**src/rtl/ccs_regs.svh**
```systemverilog
// Timing counts and mode encodings for the CCD clock sequencer
`ifndef CCS_REGS_SVH
`define CCS_REGS_SVH

`define CCS_CLK_NS            50
// Least times in ns, rounded up to cycles
`define CCS_T_PD_NS           1000
`define CCS_T_PD_CYC          ((`CCS_T_PD_NS + `CCS_CLK_NS - 1) / `CCS_CLK_NS)
`define CCS_T_SUB_NS          1000
`define CCS_T_SUB_CYC         ((`CCS_T_SUB_NS + `CCS_CLK_NS - 1) / `CCS_CLK_NS)
`define CCS_T_HD_NS           1000
`define CCS_T_HD_CYC          ((`CCS_T_HD_NS + `CCS_CLK_NS - 1) / `CCS_CLK_NS)
`define CCS_T_V_NS            1600
`define CCS_T_V_CYC           ((`CCS_T_V_NS + `CCS_CLK_NS - 1) / `CCS_CLK_NS)
`define CCS_T_HS_NS           200
`define CCS_T_HS_CYC          ((`CCS_T_HS_NS + `CCS_CLK_NS - 1) / `CCS_CLK_NS)
// Minimum line and pixel counts
`define CCS_LINES_SHORT       12'd632
`define CCS_LINES_LONG        12'd1264
`define CCS_PIX_SHORT         12'd1213
`define CCS_PIX_LONG          12'd2426
// Readout modes
`define CCS_MODE_QUAD         2'h0
`define CCS_MODE_DUAL_AB      2'h1
`define CCS_MODE_DUAL_AC      2'h2
`define CCS_MODE_SINGLE       2'h3
// Pixel clock divider: pixel phase every n cycles
`define CCS_PIX_DIV           4'h2
`define CCS_CNT_W             12
`define CCS_TMR_W             8

`endif

```
**src/rtl/ccs_pkg.sv**
```systemverilog
// Types for the CCD clock sequencer
package ccs_pkg;

   typedef enum logic [2:0] {
      ST_IDLE   = 3'b000,
      ST_SHUT   = 3'b001,
      ST_EXPO   = 3'b010,
      ST_PDXFER = 3'b011,
      ST_VSHIFT = 3'b100,
      ST_HDELAY = 3'b101,
      ST_PIXELS = 3'b110
   } ccs_state_t;

   // Seven patterns, upper and lower vertical copies
   typedef struct packed {
      logic [1:0] p1t;
      logic [1:0] p1b;
      logic       p2t;
      logic       p2b;
      logic       p3t;
      logic       p3b;
      logic       p4t;
      logic       p4b;
      logic       p5;
      logic       p6;
      logic       p7;
      logic       sub;
   } ccs_pattern_t;

   // Pin drive for every clocked sensor pin; vert phase1 has 3 levels
   typedef struct packed {
      logic [1:0] vert_phase1_upper;
      logic       vert_phase2_upper;
      logic       vert_phase3_upper;
      logic       vert_phase4_upper;
      logic [1:0] vert_phase1_lower;
      logic       vert_phase2_lower;
      logic       vert_phase3_lower;
      logic       vert_phase4_lower;
      logic [3:0] horiz_phase1_storage;
      logic [3:0] horiz_phase2_storage;
      logic [3:0] horiz_last_phase;
      logic [3:0] output_reset_gate;
      logic [3:0] reg_off;
      logic       substrate;
   } ccs_pins_t;

   typedef struct packed {
      logic        line_start;
      logic [11:0] line_idx;
   } ccs_line_t;

endpackage : ccs_pkg

```
**src/rtl/ccs_sequencer.sv**
```systemverilog
// Frame sequencer that drives an interline CCD through its clock pins
// What this block does
// - Every clocked sensor pin gets one of seven patterns, mapped by readout mode.
// - At least 632 or 1264 lines are counted per frame, by mode.
// - Vertical rising edges coincide with or lead the falling edge in the same interval.
// - Phase four rises no later than phase one falls from high to mid, except upper pins in dual a/b and single modes, one vertical step later.
// - At least 1213 or 2426 pixel clocks are issued per line, by mode.
// - Each last-phase output copies its register's phase-two storage clock.
// - The substrate pulse is optional and stays low when shuttering is off.
// - Exposure runs from substrate falling to the next phase one falling.
// - Unused c/d register clocks may be held off in dual or single modes.
`timescale 1ns/1ps
`default_nettype none
`include "ccs_regs.svh"
module ccs_sequencer (
   input  wire logic        i_clk_sys,
   input  wire logic        i_rstn,
   input  wire logic        i_start,
   input  wire logic [1:0]  i_mode,
   input  wire logic        i_shutter_en,
   input  wire logic [15:0] i_expo_cycles,
   input  wire logic [11:0] i_extra_lines,
   input  wire logic        i_unused_off,
   input  wire logic        i_line_ready,
   output logic             o_line_valid,
   output ccs_pkg::ccs_line_t o_line,
   output ccs_pkg::ccs_pins_t o_pins,
   output logic             o_busy,
   output logic             o_frame_done
);
   ccs_pkg::ccs_state_t  state_reg;
   ccs_pkg::ccs_state_t  state_next;
   ccs_pkg::ccs_pattern_t pat_reg;
   ccs_pkg::ccs_pattern_t pat_next;
   logic [15:0]          tmr_reg;
   logic [15:0]          tmr_next;
   logic [11:0]          line_reg;
   logic [11:0]          pix_reg;
   logic [3:0]           div_reg;
   logic                 busy_reg;
   logic                 done_reg;
   logic [4:0]           sub_len_reg;
   logic [1:0]           step_reg;

   function automatic logic long_mode(input logic [1:0] m);
      long_mode = (m == `CCS_MODE_DUAL_AB) || (m == `CCS_MODE_SINGLE);
   endfunction

   wire [11:0] lines_min  = long_mode(i_mode) ? `CCS_LINES_LONG : `CCS_LINES_SHORT;
   wire [11:0] pix_min    = long_mode(i_mode) ? `CCS_PIX_LONG : `CCS_PIX_SHORT;
   wire [11:0] lines_tot  = lines_min + i_extra_lines;
   wire        pix_tick   = (div_reg == `CCS_PIX_DIV - 4'h1);
   wire        tmr_zero   = (tmr_reg == 16'h0);
   wire        last_line  = (line_reg == lines_tot - 12'h1);
   wire        last_pix   = (pix_reg == pix_min - 12'h1);
   wire        buf_ready;
   wire        ev_push    = (state_reg == ccs_pkg::ST_HDELAY) && tmr_zero;
   // Shift waits if the line-start buffer is full
   wire        shift_go   = buf_ready;
   ccs_pkg::ccs_line_t ev_data;
   assign ev_data.line_start = 1'b1;
   assign ev_data.line_idx   = line_reg;

   always_comb begin
      state_next = state_reg;
      tmr_next   = tmr_zero ? 16'h0 : tmr_reg - 16'h1;
      pat_next   = pat_reg;
      pat_next.sub = 1'b0;
      pat_next.p5  = 1'b0;
      pat_next.p6  = 1'b0;
      pat_next.p7  = 1'b0;
      case (state_reg)
         ccs_pkg::ST_IDLE: begin
            pat_next.p1t = 2'h1;
            pat_next.p1b = 2'h1;
            if (i_start) begin
               if (i_shutter_en) begin
                  state_next   = ccs_pkg::ST_SHUT;
                  tmr_next     = 16'(`CCS_T_SUB_CYC - 1);
                  pat_next.sub = 1'b1;
               end else begin
                  state_next = ccs_pkg::ST_PDXFER;
                  tmr_next   = 16'(`CCS_T_PD_CYC - 1);
                  pat_next.p1t = 2'h2;
                  pat_next.p1b = 2'h2;
               end
            end
         end
         ccs_pkg::ST_SHUT: begin
            pat_next.sub = 1'b1;
            if (tmr_zero) begin
               pat_next.sub = 1'b0;
               state_next   = ccs_pkg::ST_EXPO;
               tmr_next     = (i_expo_cycles > 16'(`CCS_T_HD_CYC)) ? i_expo_cycles : 16'(`CCS_T_HD_CYC);
            end
         end
         ccs_pkg::ST_EXPO: begin
            if (tmr_zero) begin
               state_next   = ccs_pkg::ST_PDXFER;
               tmr_next     = 16'(`CCS_T_PD_CYC - 1);
               pat_next.p1t = 2'h2;
               pat_next.p1b = 2'h2;
            end
         end
         ccs_pkg::ST_PDXFER: begin
            if (tmr_zero) begin
               // Phase four rises with phase one leaving high; transfer on the drop
               pat_next.p1t = 2'h1;
               pat_next.p1b = 2'h1;
               pat_next.p4t = 1'b1;
               pat_next.p4b = 1'b1;
               state_next   = ccs_pkg::ST_VSHIFT;
               tmr_next     = 16'(`CCS_T_V_CYC - 1);
            end
         end
         ccs_pkg::ST_VSHIFT: begin
            // Four rotation steps move one row; rising phase changes in the same cycle as the falling one in each step
            if (tmr_zero && shift_go) begin
               pat_next.p2t = pat_reg.p1t[0];
               pat_next.p2b = pat_reg.p1b[0];
               pat_next.p3t = pat_reg.p2t;
               pat_next.p3b = pat_reg.p2b;
               pat_next.p4t = pat_reg.p3t;
               pat_next.p4b = pat_reg.p3b;
               pat_next.p1t = {1'b0, pat_reg.p4t};
               pat_next.p1b = {1'b0, pat_reg.p4b};
               tmr_next     = 16'(`CCS_T_V_CYC - 1);
               if (step_reg == 2'h3) begin
                  state_next = ccs_pkg::ST_HDELAY;
                  tmr_next   = 16'(`CCS_T_HS_CYC - 1);
               end
            end
         end
         ccs_pkg::ST_HDELAY: begin
            if (tmr_zero)
               state_next = ccs_pkg::ST_PIXELS;
         end
         ccs_pkg::ST_PIXELS: begin
            pat_next.p5 = pat_reg.p5;
            pat_next.p6 = pat_reg.p6;
            pat_next.p7 = 1'b0;
            if (pix_tick) begin
               pat_next.p5 = pat_reg.p6;
               pat_next.p6 = ~pat_reg.p6;
               pat_next.p7 = ~pat_reg.p6;
               if (pat_reg.p6 && last_pix) begin
                  pat_next.p5 = 1'b0;
                  pat_next.p6 = 1'b0;
                  if (last_line) begin
                     state_next = ccs_pkg::ST_IDLE;
                  end else begin
                     state_next = ccs_pkg::ST_VSHIFT;
                     tmr_next   = 16'(`CCS_T_V_CYC - 1);
                  end
               end
            end
         end
         default: state_next = ccs_pkg::ST_IDLE;
      endcase
   end

   always_ff @(posedge i_clk_sys or negedge i_rstn) begin
      if (!i_rstn) begin
         state_reg <= ccs_pkg::ST_IDLE;
         tmr_reg   <= 16'h0;
         pat_reg   <= '0;
      end else begin
         state_reg <= state_next;
         tmr_reg   <= tmr_next;
         pat_reg   <= pat_next;
      end
   end

   // Pixel divider; restarted at each line so all registers share one rate
   always_ff @(posedge i_clk_sys or negedge i_rstn) begin
      if (!i_rstn)
         div_reg <= 4'h0;
      else if (state_reg != ccs_pkg::ST_PIXELS || pix_tick)
         div_reg <= 4'h0;
      else
         div_reg <= div_reg + 4'h1;
   end

   always_ff @(posedge i_clk_sys or negedge i_rstn) begin
      if (!i_rstn) begin
         pix_reg  <= 12'h0;
         line_reg <= 12'h0;
         step_reg <= 2'h0;
      end else begin
         if (state_reg != ccs_pkg::ST_VSHIFT)
            step_reg <= 2'h0;
         else if (tmr_zero && shift_go)
            step_reg <= step_reg + 2'h1;
         if (state_reg != ccs_pkg::ST_PIXELS)
            pix_reg <= 12'h0;
         else if (pix_tick && pat_reg.p6)
            pix_reg <= pix_reg + 12'h1;
         if (state_reg == ccs_pkg::ST_IDLE)
            line_reg <= 12'h0;
         else if (state_reg == ccs_pkg::ST_PIXELS && pix_tick && pat_reg.p6 && last_pix)
            line_reg <= line_reg + 12'h1;
      end
   end

   always_ff @(posedge i_clk_sys or negedge i_rstn) begin
      if (!i_rstn) begin
         busy_reg    <= 1'b0;
         done_reg    <= 1'b0;
         sub_len_reg <= 5'h00;
      end else begin
         busy_reg    <= (state_next != ccs_pkg::ST_IDLE);
         done_reg    <= (state_reg != ccs_pkg::ST_IDLE) && (state_next == ccs_pkg::ST_IDLE);
         // Saturates so a stuck pulse cannot wrap to a short count
         if (!pat_reg.sub)
            sub_len_reg <= 5'h00;
         else if (sub_len_reg != 5'h1f)
            sub_len_reg <= sub_len_reg + 5'h01;
      end
   end

   ccs_skid_buf u_buf (
      .i_clk_sys (i_clk_sys),
      .i_rstn    (i_rstn),
      .i_valid   (ev_push),
      .o_ready   (buf_ready),
      .i_data    (ev_data),
      .o_valid   (o_line_valid),
      .i_ready   (i_line_ready),
      .o_data    (o_line)
   );

   ccs_pattern_map u_map (
      .i_clk_sys    (i_clk_sys),
      .i_rstn       (i_rstn),
      .i_mode       (i_mode),
      .i_unused_off (i_unused_off),
      .i_pat        (pat_reg),
      .o_pins       (o_pins)
   );

   assign o_busy       = busy_reg;
   assign o_frame_done = done_reg;

   sub_idle_a: assert property (@(posedge i_clk_sys) disable iff (!i_rstn)
      (state_reg != ccs_pkg::ST_SHUT) |-> !pat_reg.sub) else $error("substrate pulse outside shutter");
   expo_order_a: assert property (@(posedge i_clk_sys) disable iff (!i_rstn)
      $fell(pat_reg.sub) |-> state_reg == ccs_pkg::ST_EXPO) else $error("exposure not started at sub fall");
   pd_edge_a: assert property (@(posedge i_clk_sys) disable iff (!i_rstn)
      (pat_reg.p1t == 2'h1 && $past(pat_reg.p1t) == 2'h2) |-> pat_reg.p4t) else $error("phase four late");
   shut_len_a: assert property (@(posedge i_clk_sys) disable iff (!i_rstn)
      $fell(pat_reg.sub) |-> sub_len_reg >= 5'(`CCS_T_SUB_CYC)) else $error("shutter pulse too short");
   line_count_a: assert property (@(posedge i_clk_sys) disable iff (!i_rstn)
      (state_reg == ccs_pkg::ST_PIXELS && state_next == ccs_pkg::ST_IDLE) |-> line_reg >= lines_min - 12'h1)
      else $error("frame ended early");
   pix_count_a: assert property (@(posedge i_clk_sys) disable iff (!i_rstn)
      (state_reg == ccs_pkg::ST_PIXELS && state_next != ccs_pkg::ST_PIXELS) |-> pix_reg == pix_min - 12'h1)
      else $error("line ended with wrong pixel count");
   frame_seq_a: assert property (@(posedge i_clk_sys) disable iff (!i_rstn)
      (state_reg == ccs_pkg::ST_PDXFER && state_next == ccs_pkg::ST_VSHIFT) |=> ##[0:200] state_reg == ccs_pkg::ST_HDELAY)
      else $error("no vertical shift after transfer");
   pix_edge_a: assert property (@(posedge i_clk_sys) disable iff (!i_rstn)
      $fell(pat_reg.p6) |-> $past(state_reg) == ccs_pkg::ST_PIXELS) else $error("last phase fell outside readout");
endmodule // ccs_sequencer
`default_nettype wire

```
**src/rtl/ccs_skid_buf.sv**
```systemverilog
// Two-entry buffer for line-start events
`timescale 1ns/1ps
`default_nettype none
module ccs_skid_buf (
   input  wire logic              i_clk_sys,
   input  wire logic              i_rstn,
   input  wire logic              i_valid,
   output logic                   o_ready,
   input  wire ccs_pkg::ccs_line_t i_data,
   output logic                   o_valid,
   input  wire logic              i_ready,
   output ccs_pkg::ccs_line_t     o_data
);
   ccs_pkg::ccs_line_t mem_reg [2];
   ccs_pkg::ccs_line_t head_reg;
   logic [1:0] cnt_reg;
   logic       rd_reg;
   logic       wr_reg;
   logic       valid_reg;
   logic       ready_reg;
   wire        push     = i_valid && (cnt_reg != 2'h2);
   wire        pop      = i_ready && (cnt_reg != 2'h0);
   wire [1:0]  cnt_next = cnt_reg + {1'b0, push} - {1'b0, pop};
   wire        rd_next  = pop ? ~rd_reg : rd_reg;
   // Entry written this edge may become the head at once
   wire        head_new = push && (wr_reg == rd_next);

   // Flags and head word registered so the outputs come from flops
   assign o_ready = ready_reg;
   assign o_valid = valid_reg;
   assign o_data  = head_reg;

   always_ff @(posedge i_clk_sys or negedge i_rstn) begin
      if (!i_rstn) begin
         cnt_reg <= 2'h0;
         rd_reg  <= 1'b0;
         wr_reg  <= 1'b0;
         mem_reg[0] <= '0;
         mem_reg[1] <= '0;
         head_reg   <= '0;
         valid_reg  <= 1'b0;
         ready_reg  <= 1'b1;
      end else begin
         if (push) begin
            mem_reg[wr_reg] <= i_data;
            wr_reg <= ~wr_reg;
         end
         rd_reg    <= rd_next;
         cnt_reg   <= cnt_next;
         valid_reg <= (cnt_next != 2'h0);
         ready_reg <= (cnt_next != 2'h2);
         head_reg  <= head_new ? i_data : mem_reg[rd_next];
      end
   end

   full_empty_a: assert property (@(posedge i_clk_sys) disable iff (!i_rstn)
      cnt_reg <= 2'h2) else $error("buffer count overflow");
endmodule // ccs_skid_buf
`default_nettype wire

```
**src/rtl/ccs_pattern_map.sv**
```systemverilog
// Maps seven patterns onto sensor pins by readout mode
`timescale 1ns/1ps
`default_nettype none
`include "ccs_regs.svh"
module ccs_pattern_map (
   input  wire logic                 i_clk_sys,
   input  wire logic                 i_rstn,
   input  wire logic [1:0]           i_mode,
   input  wire logic                 i_unused_off,
   input  wire ccs_pkg::ccs_pattern_t i_pat,
   output ccs_pkg::ccs_pins_t        o_pins
);
   ccs_pkg::ccs_pins_t pins_reg;
   ccs_pkg::ccs_pins_t pins_next;
   wire quad_or_ac = (i_mode == `CCS_MODE_QUAD) || (i_mode == `CCS_MODE_DUAL_AC);
   // Unused c/d held off; b idles too in single and a/c dual
   wire c_off = i_unused_off && ((i_mode == `CCS_MODE_DUAL_AB) || (i_mode == `CCS_MODE_SINGLE));
   wire d_off = i_unused_off && (i_mode != `CCS_MODE_QUAD);
   wire b_off = i_unused_off && ((i_mode == `CCS_MODE_DUAL_AC) || (i_mode == `CCS_MODE_SINGLE));
   wire [3:0] off_vec = {d_off, c_off, b_off, 1'b0};

   always_comb begin
      pins_next = '0;
      pins_next.vert_phase1_upper = quad_or_ac ? i_pat.p1t : i_pat.p1b;
      pins_next.vert_phase2_upper = quad_or_ac ? i_pat.p2t : i_pat.p4b;
      pins_next.vert_phase3_upper = quad_or_ac ? i_pat.p3t : i_pat.p3b;
      pins_next.vert_phase4_upper = quad_or_ac ? i_pat.p4t : i_pat.p2b;
      pins_next.vert_phase1_lower = i_pat.p1b;
      pins_next.vert_phase2_lower = i_pat.p2b;
      pins_next.vert_phase3_lower = i_pat.p3b;
      pins_next.vert_phase4_lower = i_pat.p4b;
      pins_next.substrate         = i_pat.sub;
      pins_next.reg_off           = off_vec;
      for (int r = 0; r < 4; r++) begin
         pins_next.horiz_phase1_storage[r] = off_vec[r] ? 1'b0 : i_pat.p5;
         pins_next.horiz_phase2_storage[r] = off_vec[r] ? 1'b0 : i_pat.p6;
         pins_next.horiz_last_phase[r]     = off_vec[r] ? 1'b0 : i_pat.p6;
         pins_next.output_reset_gate[r]    = off_vec[r] ? 1'b0 : i_pat.p7;
      end
   end

   always_ff @(posedge i_clk_sys or negedge i_rstn) begin
      if (!i_rstn)
         pins_reg <= '0;
      else
         pins_reg <= pins_next;
   end
   assign o_pins = pins_reg;

   last_phase_a: assert property (@(posedge i_clk_sys) disable iff (!i_rstn)
      o_pins.horiz_last_phase == o_pins.horiz_phase2_storage) else $error("last phase differs from storage");
   lower_map_a: assert property (@(posedge i_clk_sys) disable iff (!i_rstn)
      ##1 o_pins.vert_phase1_lower == $past(i_pat.p1b)) else $error("lower phase1 mismap");
endmodule // ccs_pattern_map
`default_nettype wire

```
**config.mk**
```make
export PLATFORM = sky130hd
export DESIGN_NAME = ccs_sequencer
export DESIGN_NICKNAME = d
export VERILOG_FILES = /design/src/rtl/ccs_pkg.sv /design/src/rtl/ccs_sequencer.sv /design/src/rtl/ccs_skid_buf.sv /design/src/rtl/ccs_pattern_map.sv
export VERILOG_INCLUDE_DIRS = /design/src /design/src/rtl
export SDC_FILE = /design/constraint.sdc
export NUM_CORES = 1
export LEC_CHECK = 0
export BUFFER_PORTS_ARGS = -buffer_cell sky130_fd_sc_hd__buf_2
export CAP_MARGIN = 10
export CORE_MARGIN = 2
export CORE_UTILIZATION = 53
export DETAILED_ROUTE_END_ITERATION = 8
export PLACE_DENSITY = 0.84
export SKIP_CTS_REPAIR_TIMING = 1
export SYNTH_ARGS = -nofsm -noshare
export SYNTH_HDL_FRONTEND = slang
export SYNTH_SLANG_ARGS = --single-unit
```
**constraint.sdc**
```tcl
create_clock -name i_clk_sys -period 2.45 [get_ports i_clk_sys]
set_clock_uncertainty 0.15 [all_clocks]
set_input_delay 0.245 -clock i_clk_sys [delete_from_list [all_inputs] [get_ports i_clk_sys]]
set_output_delay 0.245 -clock i_clk_sys [all_outputs]
set_load 0.02 [all_outputs]
```
=== After elaboration in Yosys (flattened, before gate mapping) ===
Cells that the tools add are included.
W data, S select, Z words.

* Register bits: 136

* Add/subtract/negate cells: 10
* Magnitude comparators: 4
* Equality and inequality tests: 22
* Multiplexer cells: 69
* Bitwise gates (word level): 5
* Reductions and logical operators: 36

{| class="wikitable"
|+ Operators with widths
! kind !! count
|-
| $mux W16 || 10
|-
| $pmux W16 S6 || 1
|-
| $mux W13 || 5
|-
| $mux W12 || 5
|-
| $mux W3 || 12
|-
| $bwmux W26 || 1
|-
| $add A12 B1 Y12 const B || 2
|-
| $eq A12 B12 Y1 || 2
|-
| $sub A12 B1 Y12 const B || 2
|-
| $pmux W3 S7 || 1
|-
| $mux W4 || 5
|-
| $gt A16 B5 Y1 const B || 1
|-
| $logic_not A16 Y1 || 1
|-
| $mux W1 || 16
|-
| $pmux W4 S4 || 1
|-
| $sub A16 B1 Y16 const B || 1
|-
| $logic_and A1 B1 Y1 || 15
|-
| $reduce_bool A2 Y1 || 7
|-
| $demux W13 S1 || 1
|-
| $add A11 B12 Y12 || 1
|-
| $mux W2 || 6
|-
| $ne A2 B2 Y1 const B || 6
|-
| $mux W11 || 1
|-
| $mux W10 || 1
|-
| other kinds (27) || 42
|}

=== Logic depth before layout (Yosys ltp) ===
Gate-level depths: netlist (run 1).

* Depth in word-level cells: 12
* Gate-level depth with buffers: 14
* Depth with buffers taken out: 12

=== Cells and area by module ===
From an unflattened synthesis (run 1), not the netlist that was laid out.

* Cells, all modules: 653
* Area, all modules: 7,061.8 µm²

{| class="wikitable"
|+ By module, submodules not included
! module !! instances !! cells an instance !! area an instance (µm²) !! seq. area each (µm²)
|-
| ccs_sequencer || 1 || 477 || 4,269.1 || 1,601.5
|-
| ccs_skid_buf || 1 || 123 || 1,920.6 || 1,127.3
|-
| ccs_pattern_map || 1 || 53 || 872.1 || 650.6
|}

=== Worst setup path after synthesis (run 1) ===
No wires, ideal clock.

* Path kind: input -> register
* Start point: input port i_mode[0]
* End point: register tmr_reg[4]
* Setup time: 131 ps
* Arrival: 2,743 ps
* Required time: 2,169 ps
* Setup slack: -574 ps
* Cell stages on the path: 12
* Buffers on the path: 1
* Cell sequence: clkbuf_1 -> inv_1 -> ha_1 -> ha_1 -> xor2_1 -> o21bai_1 -> a211oi_2 -> nand4b_1 -> nor4b_2 -> a21oi_1 -> a41o_2 -> or3_1

* Cells in the longest elaborated chain, start to end: 10
* Elaborated cells between the ends (all ways): 15
* Those cells by class: add/sub (3); eq/ne (4); mux (6); reduce/logical (2)

{| class="wikitable"
|+ RTL lines
! element !! line !! RTL
|-
| start: declaration || ccs_sequencer.sv:19 || <nowiki>input wire logic [1:0] i_mode,</nowiki>
|-
| $eq A2 B1 Y1 (no source line) or $eq A2 B2 Y1 (tied branches) || n/a ||
|-
| $logic_or A1 B1 Y1 (*) || ccs_sequencer.sv:46 || <nowiki>long_mode = (m == `CCS_MODE_DUAL_AB) || (m == `CCS_MODE_SINGLE);</nowiki>
|-
| $mux W11 (no source line) || n/a ||
|-
| $add A11 B12 Y12 || ccs_sequencer.sv:51 || <nowiki>wire [11:0] lines_tot = lines_min + i_extra_lines;</nowiki>
|-
| $sub A12 B1 Y12 || ccs_sequencer.sv:54 || <nowiki>wire last_line = (line_reg == lines_tot - 12'h1);</nowiki>
|-
| $eq A12 B12 Y1 || ccs_sequencer.sv:54 ||
|-
| $mux W16 || ccs_sequencer.sv:149 || <nowiki>if (last_line) begin</nowiki>
|-
| $mux W16 (*) || ccs_sequencer.sv:146 || <nowiki>if (pat_reg.p6 && last_pix) begin</nowiki>
|-
| $mux W16 (*) || ccs_sequencer.sv:142 || <nowiki>if (pix_tick) begin</nowiki>
|-
| $pmux W16 S6 (*) || ccs_sequencer.sv:72 || <nowiki>case (state_reg)</nowiki>
|-
| net tmr_next[4] || ccs_sequencer.sv:36 || <nowiki>logic [15:0] tmr_next;</nowiki>
|-
| end signal: assignment || ccs_sequencer.sv:169 || <nowiki>tmr_reg <= tmr_next;</nowiki>
|-
| end: declaration || ccs_sequencer.sv:35 || <nowiki>logic [15:0] tmr_reg;</nowiki>
|}

Mark *: on every way through the listed nets, which the timed path passes. The rest lies on a longest branch.
A chain may end at the register's enable or synchronous reset.

=== Worst setup path in the final report (run 1) ===
* Start point: input port i_mode[0]
* End point: register tmr_reg[7]

Same word-level chain as after synthesis.

==> metrics.csv, run 1 <==
stage;metric;value;unit
status;outcome;finished, violations left;
status;violations;negative setup slack;
yosys;synth_top_cell_by_area;dfrtp_1;
setup_path;critPathCaptureType;flip-flop;
sta;max_freq;360.7;MHz
die;coreArea;12570;um^2
setup_path;critPathMaxStageDelay;0.52;ns
grt;grt_pass1_vias;5837;
setup_path;worst_r2r_endpoint;tmr_reg[7];
grt;overflow;0;
die;die_area;13780;um^2
grt;antenna_found_initial;0;
grt;grt_pass1_wl;27770;um
route;wl_per_cell;17.82;um
cts;clkLatencyLatePin;0.43;ns
setup_path;worstSetupStartpointType;input port;
sta;setup_viol;28;
sta;finalSetupTns;-5.167;ns
route;initialDrtViolationCount;552;
power;p_per_area;791.8;nW/um^2
yosys;yosys_warnings;0;
cells_and_area;finalNetCount;917;
grt;grt_max_degree;68;
yosys;netlist_area;6814;um^2
setup_path;slowest_stage;o41ai_1;
placement;io_buffer_count;81;
route;drt-total-wl;18610;um
cells_and_area;final_area;9359;um^2
yosys;syn_inst;673;
die;rows;41;
placement;place_area;8253;um^2
yosys;synth-edff-count;0;
cts;clk_pin_slew_worst_paths;0.06;ns
sta;worst-slew-pin-transition;0.5482;ns
sta;hold_violations;0;
cts;clockRootBuffer;clkbuf_16;
setup_path;path_max_fanout;9;
setup_path;critPathArrivalTime;2.93;ns
cts;clk_path_buf_depth;2;
setup_path;endpoint;tmr_reg[7];
cells_and_area;drive_above_1_share;36.93;%
route;drt-vias-per-instance;5.785;
die;start_util;54.22;%
sta;rsz0062_at_grt;true;
cts;htreeDepth;4;
cts;cts_buffers;17;
route;num_vias;6040;
setup_path;worstSetupPathType;in2reg;
job;maxCapViolations;0;
cells_and_area;largest_register_ffs;26;
placement;dpl.hpwl;12040;um
setup_path;cp.required;2.61;ns
yosys;synth-seq-cells;134;
yosys;syn_nets;731;
cells_and_area;layout_common_cells;133 x dfrtp_1, 98 x buf_4, 78 x buf_2, 61 x nor2_1, 57 x nand2_1;
grt;grt_usage;25.17;%
yosys;synth-main-ff-cell;dfrtp_1;
cells_and_area;layout_commonest_cell;dfrtp_1;
cells_and_area;fin_util;74.46;%
yosys;synthArstFlopShare;100.0;%
cells_and_area;antennaDiodeCount;0;
yosys;yosys.area.top_type_share;48.84;%
sta;relSlewSlack;62.98;%
placement;gp_congestion;0.9199;
setup_path;reg2reg_slack;-0.23;ns
sta;drv_slew;0;
route;ant_nets;0;
route;first_pass_iters;6;
yosys;synthTopCellsByArea;dfrtp_1 49%, mux2_2 4.3%, ha_1 3.9%;
die;dieWidth;117.4;um
cts;cts_tree;yes;
route;drc_errors;0;
cts;cts.sinks;134;
die;die_h;117.4;um
placement;dpl_worst_slack;-0.7868;ns
setup_path;reg2reg_from;pix_reg[0];
setup_path;crit_start;i_mode[0];
yosys;avgSynthCellArea;10.12;um^2
sta;post-route-worst-setup-slack;-0.3226;ns
yosys;yosysUniqueCellTypes;70;
power;leakage;4.561;nW
sta;finalCriticalPeriod;2.773;ns
yosys;seq_area_frac_synth;49.23;%
worst_hold_path;hp-class;in2reg;
setup_path;cp_cell_sequence;buf_4 > ha_4 > ha_2 > buf_4 > inv_1 > o41ai_1 > mux2i_1 > mux2i_1 > nor4b_4 > a21oi_2 > a41o_2 > buf_12 > buf_12 > o21ai_1;
setup_path;reg2reg_depth;9;
power;peakVddDrop;0.0005706;V
sta;period_share;113.2;%
cells_and_area;area_growth_syn_to_layout;37.35;%
die;io-pin-count;83;
-- power breakdown --
part	total [mW]	internal, mW	leakage, nW	switching (mW)
sequential	2.74	2.48	1.79	0.261
clock	2.65	1.69	0.297	0.968
combinational	2.01	0.949	2.47	1.06
-- metal layers --
metal | share of wire [%] | up-vias | global-route usage [%]
met4 | 3.0 | 0 | 9.262
met5 | 0 | - | 0
li1 | - | 2717 | -
met2 | 52 | 256 | 42.95
met1 | 40 | 3013 | 31.07
met3 | 5.4 | 54 | 6.226
-- final cells by class --
type	instances	area, um^2
Multi-Input combinational cell	476	3613
Sequential cell	134	3354
Fill cell	748	3209
Timing Repair Buffer	199	1424
Clock buffer	22	474.2
Tap cell	172	215.2
Clock inverter	10	145.1
Inverter	31	132.6
-- critical path: cells and delay by family --
family,cells,cell delay [ns]
simple gates,1,0.10
compound gates,4,0.93
fa+ha+maj,2,0.63
mux,2,0.42
buf+inv,5,0.60
-- cell usage after synthesis (all sizes together) (3+ instances only) --
| master | instances |
|---|---|
| a21o | 3 |
| inv | 29 |
| xor2 | 28 |
| a31oi | 4 |
| a21oi | 50 |
| dfrtp | 133 |
| nor2 | 67 |
| o21ai | 22 |
| nand4b | 3 |
| ha | 21 |
| buf | 17 |
| nor3b | 3 |
| mux2i | 17 |
| o211ai | 4 |
| or2 | 4 |
| and2 | 8 |
| clkbuf | 15 |
| nand4 | 10 |
| nand2 | 58 |
| xnor2 | 25 |
| a211oi | 7 |
| mux2 | 27 |
| and3 | 8 |
| nor4 | 10 |
| nand3 | 25 |
| or3 | 9 |
| nand2b | 5 |
| nor3 | 23 |
-- through the flow --
stage | std cells | hold slack, ns | power, mW
2_1_floorplan | 673 | -0.2006 | 3.870
3_3_place_gp | 990 | 0.05295 | 4.397
3_5_place_dp | 990 | 0.06136 | 4.490
4_1_cts | 1022 | -0.3911 | 7.155
5_1_grt | 1044 | 0.01158 | 7.727
6_report | 1044 | 0.002660 | 7.411
-- worst min-delay path by stage --
stage	from	endpoint	slack, ns	depth (start not counted)
after global placement	i_rstn	u_buf.o_data[10]	0.05	1
final	i_start	pat_reg[0]	0.003	2
after global routing	i_start	pat_reg[0]	0.01	2
after floorplan	i_rstn	div_reg[0]	-0.20	0
after CTS	i_rstn	u_buf.o_data[10]	-0.39	1
after detailed placement	i_rstn	u_buf.o_data[10]	0.06	1
-- logic make-up (layout without fill, tap and decap cells) --
kind of cell / count (synthesis) / in the layout / share of synthesized area, %
xor+xnor: 53 / 53 / 6.812
compound gates: 111 / 111 / 10.04
buf+inv: 63 / 262 / 4.113
other cells: 1 / 1 / 0.05503
mux: 44 / 44 / 6.959
fa+ha+maj: 22 / 22 / 4.150
simple gates: 245 / 245 / 18.64
flops: 134 / 134 / 49.23
(Power assumes the default switching activity.)
==> inputs of run 2 (changes only) <==
Settings changed: BUFFER_PORTS_ARGS -buffer_cell sky130_fd_sc_hd__buf_2 to not set, CORE_UTILIZATION 53 to 58, DONT_BUFFER_PORTS set to 1, PLACE_DENSITY 0.84 to 0.83, SETUP_SLACK_MARGIN set to 0.2.
==> run 2 against run 1 <==
  * The flow finishes with violations (negative hold slack, negative setup slack)
  * Wire length rose by 17%
  * Via count rose by 1.7%
  * First-iteration DRC count rose by 15%
  * Clock-buffer cell count fell by 1
  * Core utilization rose by 8.5 points
  * Maximum frequency fell by 3.5%
  * Highest routed layer unchanged
  * Largest power group unchanged
==> metrics.csv, run 2 (same netlist as run 1, synthesis figures left out) <==
stage;metric;value;unit;change
status;outcome;finished, violations left;;
status;violations;negative hold slack, negative setup slack;;
placement;dpl.hpwl;11250;um;-6.5%
worst_hold_path;hp-class;in2async;;
cells_and_area;finalNetCount;850;;-7.3%
grt;antenna_found_initial;0;;unchanged
die;dieWidth;112.4;um;-4.3%
power;p_total;7.453;mW;+0.57%
setup_path;reg2reg_from;pix_reg[7];;
route;first_pass_iters;7;;+1
power;peakVddDrop;0.0009291;V;+63%
setup_path;reg2reg_slack;-0.42;ns;-0.19 ns
sta;worst-slew-pin-transition;0.5095;ns;-0.03867 ns
cts;cts.sinks;134;;unchanged
route;drt-total-wl;21770;um;+17%
die;start_util;59.68;%;+5.5 points
grt;overflow;0;;unchanged
die;die_h;112.4;um;-4.3%
cells_and_area;layout_commonest_cell;dfrtp_1;;
sta;hold_violations;134;;+134
setup_path;cp.required;2.65;ns;+0.04 ns
route;drt-vias-per-instance;6.480;;+12%
setup_path;endpoint;o_frame_done;;
cts;cts_tree;yes;;
setup_path;worst_r2r_endpoint;o_frame_done;;
sta;holdWs;-0.6461;ns;-0.6488 ns
cts;clk_pin_slew_worst_paths;0.06;ns;about the same
route;drc_errors;0;;unchanged
sta;period_share;117.2;%;+4.1 points
cells_and_area;layout_common_cells;133 x dfrtp_1, 89 x buf_4, 50 x nand2_1, 48 x nor2_1, 29 x a21oi_1;;
setup_path;reg2reg_depth;11;;+2
route;wl_per_cell;22.96;um;+29%
setup_path;worstSetupPathType;reg2reg;;
power;p_per_area;786.4;nW/um^2;-0.69%
sta;finalSetupTns;-5.622;ns;-0.4559 ns
setup_path;critPathCaptureType;flip-flop;;
cts;cts_buffers;17;;unchanged
cells_and_area;fin_util;83.00;%;+8.5 points
cts;htreeDepth;4;;unchanged
power;leakage;4.325;nW;-5.2%
grt;grt_pass1_wl;27230;um;-1.9%
die;coreArea;11420;um^2;-9.1%
grt;grt_max_degree;135;;+99%
setup_path;timing.critical_path.mode_cell;buf_4;;
placement;io_buffer_count;0;;-100%
cells_and_area;largest_register_ffs;26;;unchanged
sta;max_freq;348.2;MHz;-3.5%
cells_and_area;antennaDiodeCount;0;;unchanged
setup_path;critPathArrivalTime;3.07;ns;+0.14 ns
sta;post-route-worst-setup-slack;-0.4220;ns;-0.09942 ns
route;initialDrtViolationCount;633;;+15%
setup_path;path_max_fanout;6;;-3
sta;rsz0062_at_grt;true;;
die;io-pin-count;83;;unchanged
sta;drv_slew;0;;unchanged
setup_path;cp_cell_sequence;buf_4 > nand2b_1 > nor4_2 > buf_4 > o211ai_1 > buf_4 > a22o_1 > nand2_1 > o211ai_1 > or3_1 > nor2_1;;
setup_path;critPathMaxStageDelay;0.43;ns;-0.09 ns
sta;finalCriticalPeriod;2.872;ns;+0.09942 ns
setup_path;slowest_stage;nor4_2;;
setup_path;crit_start;pix_reg[7];;
grt;grt_usage;27.48;%;+2.3 points
setup_path;worstSetupStartpointType;flip-flop;;
sta;relSlewSlack;65.72;%;+2.7 points
cells_and_area;area_growth_syn_to_layout;39.09;%;
route;num_vias;6143;;+1.7%
route;ant_nets;0;;unchanged
cells_and_area;fillers;502;;-33%
die;rows;39;;-4.9%
die;die_area;12630;um^2;-8.3%
job;maxCapViolations;0;;unchanged
cts;clockRootBuffer;clkbuf_16;;
cts;clk_path_buf_depth;2;;unchanged
placement;gp_congestion;0.9099;;-1.1%
grt;grt_pass1_vias;5610;;-3.9%
sta;setup_viol;58;;+110%
cts;clkLatencyLatePin;0.44;ns;about the same
cells_and_area;drive_above_1_share;36.65;%;-0.28 points
==> run 2: power breakdown <==
part | leakage [nW] | total [mW] | switching [mW] | internal [mW]
Sequential | 1.79 | 2.82 | 0.333 | 2.48
Clock | 0.308 | 2.77 | 1.01 | 1.76
Combinational | 2.22 | 1.87 | 0.982 | 0.889
Total | 4.33 | 7.45 | 2.32 | 5.13
==> run 2: stage by stage <==
stage	cell area, um^2	setup slack [ns]	cells	hold slack [ns]
2_1_floorplan	7124	-0.2474	673	-0.2006
3_3_place_gp	7771	-0.4710	867	-0.1960
3_5_place_dp	7771	-0.5195	867	-0.1955
4_1_cts	8404	-0.3339	899	-0.6538
5_1_grt	9478	-0.4678	948	-0.6631
6_report	9478	-0.4220	948	-0.6461
==> run 2: metal layers <==
| layer | global-route usage [%] | routed length (um) |
|---|---|---|
| met5 | 0 | 0 |
| met4 | 10.49 | 1217 |
| met3 | 7.181 | 1499 |
| met2 | 46.71 | 10850 |
| met1 | 33.83 | 8206 |
==> run 2: final cells by class <==
| cell class | instances | area [um^2] | share of cell area [%] |
|---|---|---|---|
| Inverter | 31 | 132.6 | 1.399 |
| Multi-Input combinational cell | 476 | 3949 | 41.66 |
| Sequential cell | 134 | 3354 | 35.39 |
| Tap cell | 143 | 178.9 | 1.888 |
| Clock inverter | 11 | 172.7 | 1.822 |
| Clock buffer | 21 | 460.4 | 4.858 |
| Timing Repair Buffer | 132 | 1230 | 12.98 |
==> run 2: how the worst min path moves through the flow <==
stage	slack [ns]	endpoint	depth (start not counted)	start
after floorplan	-0.20	div_reg[0]	0	i_rstn
after global placement	-0.20	tmr_reg[15]	0	i_rstn
after detailed placement	-0.20	tmr_reg[11]	0	i_rstn
after CTS	-0.65	u_buf.mem_reg[3]	0	i_rstn
after global routing	-0.66	u_buf.mem_reg[1]	0	i_rstn
final	-0.65	tmr_reg[5]	0	i_rstn
==> run 2: critical path, delay by kind of cell (launching register included) <==
family | cells | cell delay (ns)
AO/OA/AOI/OAI | 3 | 0.51
AND/OR/NAND/NOR | 5 | 1.20
flip-flops | 1 | 0.37
buffers and inverters | 3 | 0.55
